$ cat src/design/ccu_pkg.sv
// ==========================================================
// Shared constants for the capture/compare unit
package ccu_pkg;
	// ==========================================================
	// Geometry
	localparam int CCU_CH    = 16;
	localparam int CCU_TW    = 16;
	localparam int CCU_AW    = 8;
	localparam int CCU_TB_N  = 2;
	localparam int CCU_PRE_W = 5;
	localparam int CCU_SLOT_W = 3;
	localparam int CCU_STAGGER_SLOTS = 8;

	// ==========================================================
	// Byte addresses of the single registers
	localparam logic [7:0] CCU_ADDR_CTRL     = 8'h00;
	localparam logic [7:0] CCU_ADDR_RELOAD_A = 8'h04;
	localparam logic [7:0] CCU_ADDR_RELOAD_B = 8'h08;
	localparam logic [7:0] CCU_ADDR_TIMER_A  = 8'h0c;
	localparam logic [7:0] CCU_ADDR_TIMER_B  = 8'h10;
	localparam logic [7:0] CCU_ADDR_STAT     = 8'h14;
	localparam logic [7:0] CCU_ADDR_MASK     = 8'h18;
	localparam logic [7:0] CCU_ADDR_PINS     = 8'h1c;
	// Regions by address bits 7:6; channel index in bits 5:2
	localparam logic [1:0] CCU_REGION_MISC = 2'h0;
	localparam logic [1:0] CCU_REGION_CFG  = 2'h1;
	localparam logic [1:0] CCU_REGION_VAL  = 2'h2;
	localparam logic [3:0] CCU_MISC_LAST   = 4'h7;

	// ==========================================================
	// Field positions
	localparam int CCU_CTRL_RUN_LSB   = 0;
	localparam int CCU_CTRL_SEL_A_LSB = 2;
	localparam int CCU_CTRL_SEL_B_LSB = 5;
	localparam int CCU_CTRL_STAGGER   = 8;
	localparam int CCU_SEL_W          = 3;
	localparam int CCU_CFG_TB         = 0;
	localparam int CCU_CFG_FUNC_LSB   = 1;
	localparam int CCU_CFG_DOUBLE     = 4;
	localparam int CCU_CFG_SINGLE     = 5;
	localparam int CCU_CFG_W          = 6;
	localparam int CCU_STAT_OVF_LSB   = 16;
	localparam int CCU_STAT_W         = 18;
	localparam int CCU_PINS_OUT_LSB   = 16;

	// ==========================================================
	// Clock source codes and reset values
	localparam logic [2:0]  CCU_SEL_NEIGHBOUR = 3'h6;
	localparam logic [2:0]  CCU_SEL_EXT       = 3'h7;
	localparam logic [1:0]  CCU_RUN_RST       = 2'h0;
	localparam logic [2:0]  CCU_SEL_RST       = 3'h0;
	localparam logic [15:0] CCU_RELOAD_RST    = 16'h0000;
	localparam logic [15:0] CCU_TIMER_RST     = 16'h0000;
	localparam logic [15:0] CCU_VAL_RST       = 16'h0000;
	localparam logic [5:0]  CCU_CFG_RST       = 6'h00;
	localparam logic [17:0] CCU_MASK_RST      = 18'h00000;

	// Channel function field
	typedef enum logic [2:0] {
		CCU_OFF, CCU_CAP_RISE, CCU_CAP_FALL, CCU_CAP_BOTH,
		CCU_CMP_M0, CCU_CMP_M1, CCU_CMP_M2, CCU_CMP_M3
	} ccu_func_t;
endpackage : ccu_pkg

$ cat src/design/ccu_cc_store.sv
`timescale 1ns/1ps
// ==========================================================
// Capture/compare value array, all entries visible at once
module ccu_cc_store import ccu_pkg::*; #(
	parameter int CH = CCU_CH,
	parameter int TW = CCU_TW,
	parameter int IW = $clog2(CH)
) (
	input  wire logic            i_sys_clk,
	input  wire logic            i_rstn,
	input  wire logic            i_wr_en,
	input  wire logic [IW-1:0]   i_wr_idx,
	input  wire logic [TW-1:0]   i_wr_data,
	input  wire logic [CH-1:0]   i_cap,
	input  wire logic [CH*TW-1:0] i_cap_data,
	output logic      [CH*TW-1:0] o_vals
);
	// Capture beats a software write to the same entry
	for (genvar n = 0; n < CH; n++) begin : g_ent
		always_ff @(posedge i_sys_clk) begin
			if (!i_rstn) begin
				o_vals[n*TW +: TW] <= CCU_VAL_RST;
			end else if (i_cap[n]) begin
				o_vals[n*TW +: TW] <= i_cap_data[n*TW +: TW];
			end else if (i_wr_en && i_wr_idx == IW'(n)) begin
				o_vals[n*TW +: TW] <= i_wr_data;
			end
		end
	end
endmodule : ccu_cc_store

$ cat src/design/ccu_unit_two.sv
`timescale 1ns/1ps
// Behaviour
// - Sixteen channels; one-cycle resolution, eight cycles when staggered.
// - Two independent 16-bit timers with own reload registers as time bases.
// - Each timer clocked by prescaled system clock or neighbour timer overflow.
// - First timer may also count external count input edges.
// - Sixteen registers, each assignable to either timer, capture or compare.
// - Each register owns one pin: capture trigger or compare output.
// - Capture latches assigned timer value and raises channel interrupt.
// - Capture edge per channel: rising, falling or both.
// - Compare registers continuously matched against their timer; match runs mode.
// - Mode 0: interrupt only, several per timer period.
// - Mode 1: pin toggles every match, several per period.
// - Mode 2: interrupt only, at most one per timer period.
// - Mode 3: pin high on match, low on timer overflow, once per period.
// - Double register: two registers share one pin, toggling on either match.
// - Single event option limits any compare mode to one edge or pulse.
module ccu_unit_two import ccu_pkg::*; #(
	parameter int CH = CCU_CH,
	parameter int TW = CCU_TW
) (
	input  wire logic              i_sys_clk,
	input  wire logic              i_rstn,
	input  wire logic              i_psel,
	input  wire logic              i_penable,
	input  wire logic              i_pwrite,
	input  wire logic [CCU_AW-1:0] i_paddr,
	input  wire logic [31:0]       i_pwdata,
	output logic      [31:0]       o_prdata,
	output logic                   o_pready,
	output logic                   o_pslverr,
	input  wire logic [CH-1:0]     i_cc_pin,
	output logic      [CH-1:0]     o_cc_pin,
	output logic      [CH-1:0]     o_cc_pin_oe,
	input  wire logic              i_ext_count,
	input  wire logic              i_neighbour_timer_six_ovf,
	output logic                   o_irq
);
	localparam int IW = $clog2(CH);

	// ==========================================================
	// Declarations
	logic [CH-1:0]       pin_s1;
	logic [CH-1:0]       pin_s2;
	logic [CH-1:0]       pin_prev;
	logic                ext_s1;
	logic                ext_s2;
	logic                ext_prev;
	logic                ext_edge;
	logic [CH-1:0]       pin_rise;
	logic [CH-1:0]       pin_fall;
	logic                apb_setup;
	logic                wr_acc;
	logic                rd_acc;
	logic [1:0]          region;
	logic [IW-1:0]       idx;
	logic                mapped;
	logic [CCU_TB_N-1:0] tb_run;
	logic [CCU_SEL_W-1:0] tb_sel [CCU_TB_N];
	logic                stagger;
	logic [CCU_PRE_W-1:0] pre;
	logic [CCU_SLOT_W-1:0] slot;
	logic [TW-1:0]       tb_val [CCU_TB_N];
	logic [TW-1:0]       tb_reload [CCU_TB_N];
	logic [CCU_TB_N-1:0] tb_tick;
	logic [CCU_TB_N-1:0] tb_ovf;
	logic [CCU_TB_N-1:0] tb_wr;
	logic [CCU_TB_N-1:0] tb_upd;
	logic [CCU_CFG_W-1:0] cfg [CH];
	logic [CH*TW-1:0]    vals_flat;
	logic [CH*TW-1:0]    cap_data;
	logic [CH-1:0]       cap_hit;
	logic [CH-1:0]       cmp_hit;
	logic [CCU_STAT_W-1:0] stat;
	logic [CCU_STAT_W-1:0] stat_set;
	logic [CCU_STAT_W-1:0] mask;
	logic                stat_rd;
	logic                val_wr;

	// ==========================================================
	// Pin synchronisers; edges only look at the second stage
	always_ff @(posedge i_sys_clk) begin
		if (!i_rstn) begin
			pin_s1   <= '0;
			pin_s2   <= '0;
			pin_prev <= '0;
			ext_s1   <= 1'b0;
			ext_s2   <= 1'b0;
			ext_prev <= 1'b0;
		end else begin
			pin_s1   <= i_cc_pin;
			pin_s2   <= pin_s1;
			pin_prev <= pin_s2;
			ext_s1   <= i_ext_count;
			ext_s2   <= ext_s1;
			ext_prev <= ext_s2;
		end
	end

	assign pin_rise = pin_s2 & ~pin_prev;
	assign pin_fall = ~pin_s2 & pin_prev;
	assign ext_edge = ext_s2 & ~ext_prev;

	// ==========================================================
	// APB decode; no wait states, unmapped words flag an error
	assign apb_setup = i_psel & ~i_penable;
	assign wr_acc    = i_psel & i_penable & i_pwrite;
	assign rd_acc    = i_psel & i_penable & ~i_pwrite;
	assign region    = i_paddr[7:6];
	assign idx       = i_paddr[5:2];
	assign mapped    = (region == CCU_REGION_CFG) || (region == CCU_REGION_VAL) ||
	                   ((region == CCU_REGION_MISC) && (i_paddr[5:2] <= CCU_MISC_LAST));
	assign o_pready  = 1'b1;
	assign o_pslverr = i_psel & i_penable & ~mapped;

	// Control word: run bits, clock sources, staggered mode
	always_ff @(posedge i_sys_clk) begin
		if (!i_rstn) begin
			tb_run    <= CCU_RUN_RST;
			tb_sel[0] <= CCU_SEL_RST;
			tb_sel[1] <= CCU_SEL_RST;
			stagger   <= 1'b0;
		end else if (wr_acc && i_paddr == CCU_ADDR_CTRL) begin
			tb_run    <= i_pwdata[CCU_CTRL_RUN_LSB +: CCU_TB_N];
			tb_sel[0] <= i_pwdata[CCU_CTRL_SEL_A_LSB +: CCU_SEL_W];
			tb_sel[1] <= i_pwdata[CCU_CTRL_SEL_B_LSB +: CCU_SEL_W];
			stagger   <= i_pwdata[CCU_CTRL_STAGGER];
		end
	end

	// ==========================================================
	// Shared prescaler and stagger slot counter
	always_ff @(posedge i_sys_clk) begin
		if (!i_rstn) begin
			pre  <= '0;
			slot <= '0;
		end else begin
			pre  <= pre + 1'b1;
			slot <= slot + 1'b1;
		end
	end

	// ==========================================================
	// Time bases
	for (genvar t = 0; t < CCU_TB_N; t++) begin : g_tb
		localparam logic [7:0] OFF_RL = (t == 0) ? CCU_ADDR_RELOAD_A : CCU_ADDR_RELOAD_B;
		localparam logic [7:0] OFF_TM = (t == 0) ? CCU_ADDR_TIMER_A : CCU_ADDR_TIMER_B;
		logic [CCU_PRE_W-1:0] pre_mask;
		logic                 src;

		// Clock source pick; code 7 is the count pin for the first base only
		always_comb begin
			pre_mask = ~({CCU_PRE_W{1'b1}} << tb_sel[t]);
			case (tb_sel[t])
				CCU_SEL_NEIGHBOUR: src = i_neighbour_timer_six_ovf;
				CCU_SEL_EXT:       src = (t == 0) ? ext_edge : i_neighbour_timer_six_ovf;
				default:           src = ((pre & pre_mask) == pre_mask);
			endcase
		end

		assign tb_tick[t] = tb_run[t] & src;
		assign tb_wr[t]   = wr_acc && (i_paddr == OFF_TM);
		assign tb_ovf[t]  = tb_tick[t] & (tb_val[t] == {TW{1'b1}}) & ~tb_wr[t];

		// Reload value
		always_ff @(posedge i_sys_clk) begin
			if (!i_rstn) begin
				tb_reload[t] <= CCU_RELOAD_RST;
			end else if (wr_acc && i_paddr == OFF_RL) begin
				tb_reload[t] <= i_pwdata[TW-1:0];
			end
		end

		// Counter: software load wins over a tick
		always_ff @(posedge i_sys_clk) begin
			if (!i_rstn) begin
				tb_val[t] <= CCU_TIMER_RST;
			end else if (tb_wr[t]) begin
				tb_val[t] <= i_pwdata[TW-1:0];
			end else if (tb_ovf[t]) begin
				tb_val[t] <= tb_reload[t];
			end else if (tb_tick[t]) begin
				tb_val[t] <= tb_val[t] + 1'b1;
			end
		end

		// Marks a fresh timer value for the comparators
		always_ff @(posedge i_sys_clk) begin
			if (!i_rstn) begin
				tb_upd[t] <= 1'b0;
			end else begin
				tb_upd[t] <= tb_wr[t] | tb_tick[t];
			end
		end
	end

	// ==========================================================
	// Channels
	for (genvar n = 0; n < CH; n++) begin : g_ch
		ccu_func_t     func;
		logic          tb;
		logic [TW-1:0] tval;
		logic          slot_ok;
		logic          check;
		logic          pending;
		logic          fired;
		logic          spent;
		logic          once;
		logic          cfg_wr;
		logic          partner;
		logic          toggle;

		assign cfg_wr  = wr_acc && region == CCU_REGION_CFG && idx == IW'(n);
		assign func    = ccu_func_t'(cfg[n][CCU_CFG_FUNC_LSB +: 3]);
		assign tb      = cfg[n][CCU_CFG_TB];
		assign tval    = tb_val[tb];
		assign once    = (func == CCU_CMP_M2) || (func == CCU_CMP_M3);
		// Staggered mode visits one channel in eight per cycle
		assign slot_ok = ~stagger | (slot == CCU_SLOT_W'(n % CCU_STAGGER_SLOTS));
		assign check   = slot_ok & (pending | tb_upd[tb]);
		assign cap_data[n*TW +: TW] = tval;

		// Channel configuration
		always_ff @(posedge i_sys_clk) begin
			if (!i_rstn) begin
				cfg[n] <= CCU_CFG_RST;
			end else if (cfg_wr) begin
				cfg[n] <= i_pwdata[CCU_CFG_W-1:0];
			end
		end

		// Timer moved but channel not yet compared (waits for its slot)
		always_ff @(posedge i_sys_clk) begin
			if (!i_rstn) begin
				pending <= 1'b0;
			end else begin
				pending <= check ? 1'b0 : (pending | tb_upd[tb]);
			end
		end

		// Capture on the chosen edge
		always_comb begin
			case (func)
				CCU_CAP_RISE: cap_hit[n] = pin_rise[n];
				CCU_CAP_FALL: cap_hit[n] = pin_fall[n];
				CCU_CAP_BOTH: cap_hit[n] = pin_rise[n] | pin_fall[n];
				default:      cap_hit[n] = 1'b0;
			endcase
		end

		// Compare once per fresh timer value; an equal count hits unless spent or locked in modes 2 and 3
		assign cmp_hit[n] = func[2] & check & (vals_flat[n*TW +: TW] == tval) &
		                    ~spent & ~(once & fired);

		// Period lock for modes 2 and 3; a match beats a same-cycle overflow
		always_ff @(posedge i_sys_clk) begin
			if (!i_rstn) begin
				fired <= 1'b0;
			end else if (cfg_wr) begin
				fired <= 1'b0;
			end else begin
				fired <= (fired & ~tb_ovf[tb]) | (once & cmp_hit[n]);
			end
		end

		// Single event: spent after first match until reconfigured
		always_ff @(posedge i_sys_clk) begin
			if (!i_rstn) begin
				spent <= 1'b0;
			end else if (cfg_wr) begin
				spent <= 1'b0;
			end else if (cmp_hit[n] && cfg[n][CCU_CFG_SINGLE]) begin
				spent <= 1'b1;
			end
		end

		// Lower half channels can borrow the upper partner's matches
		if (n < CH / 2) begin : g_pair
			assign partner = cfg[n][CCU_CFG_DOUBLE] & (func == CCU_CMP_M1) & cmp_hit[n + CH / 2];
		end else begin : g_nopair
			assign partner = 1'b0;
		end

		// Two matches in one cycle cancel out, as two toggles would
		assign toggle = ((func == CCU_CMP_M1) & cmp_hit[n]) ^ partner;

		// Output pin state
		always_ff @(posedge i_sys_clk) begin
			if (!i_rstn) begin
				o_cc_pin[n] <= 1'b0;
			end else if (func == CCU_CMP_M3 && cmp_hit[n]) begin
				o_cc_pin[n] <= 1'b1;
			end else if (func == CCU_CMP_M3 && tb_ovf[tb]) begin
				o_cc_pin[n] <= 1'b0;
			end else if (toggle) begin
				o_cc_pin[n] <= ~o_cc_pin[n];
			end
		end

		// Pin driven only in pin-active compare modes
		always_ff @(posedge i_sys_clk) begin
			if (!i_rstn) begin
				o_cc_pin_oe[n] <= 1'b0;
			end else begin
				o_cc_pin_oe[n] <= (func == CCU_CMP_M1) || (func == CCU_CMP_M3);
			end
		end
	end

	// ==========================================================
	// Value array
	assign val_wr = wr_acc && region == CCU_REGION_VAL;

	ccu_cc_store #(
		.CH (CH),
		.TW (TW),
		.IW (IW)
	) u_store (
		.i_sys_clk  (i_sys_clk),
		.i_rstn     (i_rstn),
		.i_wr_en    (val_wr),
		.i_wr_idx   (idx),
		.i_wr_data  (i_pwdata[TW-1:0]),
		.i_cap      (cap_hit),
		.i_cap_data (cap_data),
		.o_vals     (vals_flat)
	);

	// ==========================================================
	// Interrupts: sticky status, read clears only bits returned
	assign stat_set = {tb_ovf, cap_hit | cmp_hit};
	assign stat_rd  = rd_acc && i_paddr == CCU_ADDR_STAT;

	// New events win over the read clear
	always_ff @(posedge i_sys_clk) begin
		if (!i_rstn) begin
			stat <= '0;
		end else if (stat_rd) begin
			stat <= (stat & ~o_prdata[CCU_STAT_W-1:0]) | stat_set;
		end else begin
			stat <= stat | stat_set;
		end
	end

	// Interrupt mask
	always_ff @(posedge i_sys_clk) begin
		if (!i_rstn) begin
			mask <= CCU_MASK_RST;
		end else if (wr_acc && i_paddr == CCU_ADDR_MASK) begin
			mask <= i_pwdata[CCU_STAT_W-1:0];
		end
	end

	assign o_irq = |(stat & mask);

	// ==========================================================
	// Read data, latched in the setup cycle
	always_ff @(posedge i_sys_clk) begin
		if (!i_rstn) begin
			o_prdata <= '0;
		end else if (apb_setup && !i_pwrite) begin
			case (region)
				CCU_REGION_CFG: o_prdata <= 32'(cfg[idx]);
				CCU_REGION_VAL: o_prdata <= 32'(vals_flat[idx*TW +: TW]);
				CCU_REGION_MISC: begin
					case (i_paddr)
						CCU_ADDR_CTRL:     o_prdata <= 32'({stagger, tb_sel[1], tb_sel[0], tb_run});
						CCU_ADDR_RELOAD_A: o_prdata <= 32'(tb_reload[0]);
						CCU_ADDR_RELOAD_B: o_prdata <= 32'(tb_reload[1]);
						CCU_ADDR_TIMER_A:  o_prdata <= 32'(tb_val[0]);
						CCU_ADDR_TIMER_B:  o_prdata <= 32'(tb_val[1]);
						CCU_ADDR_STAT:     o_prdata <= 32'(stat);
						CCU_ADDR_MASK:     o_prdata <= 32'(mask);
						CCU_ADDR_PINS:     o_prdata <= {o_cc_pin, pin_s2};
						default:           o_prdata <= '0;
					endcase
				end
				default: o_prdata <= '0;
			endcase
		end
	end
endmodule : ccu_unit_two

$ cat config.mk
export PLATFORM = sky130hd
export DESIGN_NAME = ccu_unit_two
export DESIGN_NICKNAME = d
export VERILOG_FILES = /design/src/design/ccu_pkg.sv /design/src/design/ccu_cc_store.sv /design/src/design/ccu_unit_two.sv
export SDC_FILE = /design/constraint.sdc
export NUM_CORES = 2
export LEC_CHECK = 0
export BUFFER_PORTS_ARGS = -buffer_cell sky130_fd_sc_hd__buf_2
export CAP_MARGIN = 20
export CORE_MARGIN = 3
export CORE_UTILIZATION = 57
export DETAILED_ROUTE_END_ITERATION = 7
export PLACE_DENSITY = 0.82
export SETUP_SLACK_MARGIN = 0.02
export SYNTH_ARGS = -nofsm -noshare
export SYNTH_HDL_FRONTEND = slang
export SYNTH_SLANG_ARGS = --single-unit
$ cat constraint.sdc
create_clock -name i_sys_clk -period 2.7 [get_ports i_sys_clk]
set_input_delay 0.135 -clock i_sys_clk [delete_from_list [all_inputs] [get_ports i_sys_clk]]
set_output_delay 0.135 -clock i_sys_clk [all_outputs]
set_load 0.02 [all_outputs]
==> results.py <==
metrics = {
    "run_status": {
        "status": "complete, but fails checks",
        "violations": "setup timing",
    },
    "detailed_routing": {
        "drcViolationCount": 0,
        "wl_um": 149000,
        "drtIter0Drc": 6310,
        "avgViaCountPerCell": 6.75,
        "ant_nets": 0,
        "first_pass_iters": 7,
        "via_count": 35400,
        "post_drt_wl_per_cell_um": 28.4,
    },
    "worst_setup_path": {
        "crit_type": "flop to flop",
        "path_cells": "buf_12 -> buf_4 -> mux2i_1 -> xnor2_1 -> nor3_1 -> nand4_1 -> buf_4 -> nor4_2 -> xnor2_1 -> nor2_1 -> o21a_1",
        "crit_slowest_cell": "nor3_1",
        "cpPeakStageDelay_ps": 880,
        "path_max_fanout": 12,
        "end_kind": "flop",
        "crit_path_start_kind": "flop",
        "arrival_ps": 3740,
        "cp.required_ps": 3230,
    },
    "timing": {
        "tns_ps": -1960,
        "fin_hold_ws_ps": 64.3,
        "setup_slack_ps": -507,
        "max_freq_mhz": 312,
        "timing_hold_violations_final": 0,
        "worstMarginPinSlew_ps": 1160,
        "post-route-min-period_ps": 3210,
        "finalClockSkew_ps": 34.5,
        "setup_viol": 7,
        "timing.final.crit_share": 1.19,
        "slew_headroom": 0.230,
        "rsz0062_at_grt": "yes",
        "report.final.slew_viol_count": 0,
    },
    "global_route": {
        "grt_use_met3": 0.150,
        "met2_usage": 0.578,
        "grt_util_met1": 0.505,
        "antenna_found_initial": 10,
        "top_usage_layer": "met2",
        "grt_max_degree": 104,
        "first_global_vias": 33400,
        "grt_overflow_total": 0,
        "track_usage": 0.405,
        "grt_pass1_wl_um": 214000,
    },
    "yosys": {
        "ys_types": 76,
        "yosys.area_share.adder": 0.0146,
        "yosysWarnings": 0,
        "synth_edf_count": 166,
        "yosysMostFrequentCell": "dfxtp_1",
        "yosys-mux-area-fraction": 0.219,
        "avgSynthCellArea_um2": 9.33,
        "synth.largest_area_cell": "dfxtp_1",
        "synth_xor_area_frac": 0.0665,
        "async_flop_share": 0,
        "ys_top_cells_by_area": "dfxtp_1, edfxtp_1, mux2_2, mux2i_1, mux4_2",
        "synthTopCellsByCount": "dfxtp_1, nand2_1, nor2_1",
        "synthCells": 4135,
        "synth_top_area_frac": 0.243,
        "synth_area_um2": 38600,
        "synth_fp_nets": 4243,
        "yosysSeqAreaShare": 0.372,
        "yosys_register_bits": 634,
        "yosys.area_share.simple": 0.186,
        "synth_compound_area_frac": 0.0962,
        "synth_top_family_by_area": "multiplexers",
        "ys_dominant_reg_cell": "dfxtp_1",
    },
    "clocking": {
        "cts_tree": "yes",
        "clkSlewWorstSetupHoldPaths_ps": 70,
        "numCtsBuffers": 70,
        "htreeDepth": 3,
        "clk_latency_ps": 640,
        "cts-root-buf": "clkbuf_16",
        "cts.sinks": 634,
        "clk_path_buf_depth": 3,
    },
    "floorplan": {
        "row_count": 94,
        "dieHeight_um": 266,
        "start_util": 0.581,
        "dieArea_um2": 70800,
        "ios": 130,
        "core_um2": 66300,
        "die_w_um": 266,
    },
    "power_and_ir_drop": {
        "leakagePower_nw": 17.1,
        "peakVddDrop_v": 0.000382,
        "pwr-share-clk": 0.425,
        "p_comb_frac": 0.127,
        "netSwitchingPower_mw": 6.27,
        "intPower_mw": 16.6,
        "swShare": 0.274,
        "power_density_nw_per_um2": 509,
        "p_seq_frac": 0.449,
    },
    "layout": {
        "nets": 4438,
        "drive_above_1_share": 0.276,
        "final_cells": 5254,
        "syn2layout_area_growth_pct": 16.7,
    },
    "min_path": {
        "hold_path_class": "input port to flop",
    },
    "place": {
        "pre_cts_slack_ps": -145,
        "place_inst": 5084,
        "port_buffers": 114,
        "dpl.hpwl_um": 105000,
        "gp_congestion": 1.08,
    },
    "run": {
        "max_cap_viol_count": 0,
    },
}
## power groups by stage
stage	logic [mW]	clock network [mW]	registers (mW)
finish	2.90	9.71	10.3
floorplan	1.61	0	10.3
global placement	2.60	0	10.4
global route	2.96	10.1	10.3
detailed placement	2.64	0	10.5
CTS	2.68	9.66	10.2
## registers in the layout (all words and copies together) (netlist names), 18 cells and up
name / count
o_prdata: 32
tb_reload: 32
mask: 18
stat: 18
tb_val: 32
cfg: 96
u_store.o_vals: 256
## critical path, delay by kind of cell, from the launching register on
family                    cells  cell delay, ps
buffers and inverters         3             560
DFF                           1             410
and+or+nand+nor               4            1390
xor gates and xnor gates      2             280
muxes                         1             270
AOI/OAI and AO/OA             1             190
## through the flow
stage / utilization / total power [mW] / area (um2)
3_5_place_dp: 0.634 / 13.1 / 42100
5_1_grt: 0.678 / 23.3 / 45000
6_report: 0.678 / 22.9 / 45000
3_3_place_gp: 0.634 / 13.0 / 42100
4_1_cts: 0.671 / 22.6 / 44500
2_1_floorplan: - / 11.9 / 38600
## final timing paths
check,cells past startpoint,slack [ps],to,from
max reg2reg,11,-510,o_cc_pin[2]$_SDFFE_PN0P_,cfg[10][0]$_SDFFCE_PN0P_
min,3,60,mask[14]$_SDFFE_PN0P_,i_pwdata[14]
min reg2reg,1,430,pin_s2[8]$_SDFF_PN0_,pin_s1[8]$_SDFF_PN0_
max,11,-510,o_cc_pin[2]$_SDFFE_PN0P_,cfg[10][0]$_SDFFCE_PN0P_
## logic make-up (layout without fill, tap and decap cells)
group	count (synthesis)	after routing
adders and majority gates	45	45
muxes	667	667
AOI/OAI and AO/OA	607	607
and+or+nand+nor	1464	1464
other	1	5
DFF	634	634
xor gates and xnor gates	293	293
buffers and inverters	424	675
## cells in the final DEF (no fill, tap or decap), types with 175 or more instances in the layout
cell type | synthesis | final
and2_1 | 175 | 175
dfxtp_1 | 468 | 468
mux2_2 | 265 | 264
a21oi_1 | 332 | 332
mux2i_1 | 285 | 272
nor2_1 | 361 | 359
buf_4 | 5 | 261
nand2_1 | 416 | 416
xnor2_1 | 237 | 233
or2_2 | 206 | 205
## cell type report
cell class / instances / area [um2]
diodes: 4 / 10.0
flip-flops and latches: 634 / 14400
repair buffers: 468 / 4190
clock inverters: 30 / 280
well taps: 864 / 1080
fillers: 4880 / 21300
inverters: 79 / 304
clock buffers: 98 / 1970
multi-input cells: 3077 / 22800
## timing repair
action,4_1_cts,5_1_grt
buffers inserted,0,18
hold buffers,19,0
endpoints found under the hold margin,19,0
endpoints found under the setup margin,3,27
gates resized for setup,4,60
pin swaps,1,16
gates cloned,0,1
## metal layers
metal	wire length (um)	part of all wire	up-vias
met4	13800	0.093	12
met2	60100	0.40	3030
li1	-	-	14900
met1	51100	0.34	16700
met5	88	0.00059	-
met3	24100	0.16	832
(Power assumes the default switching activity.)
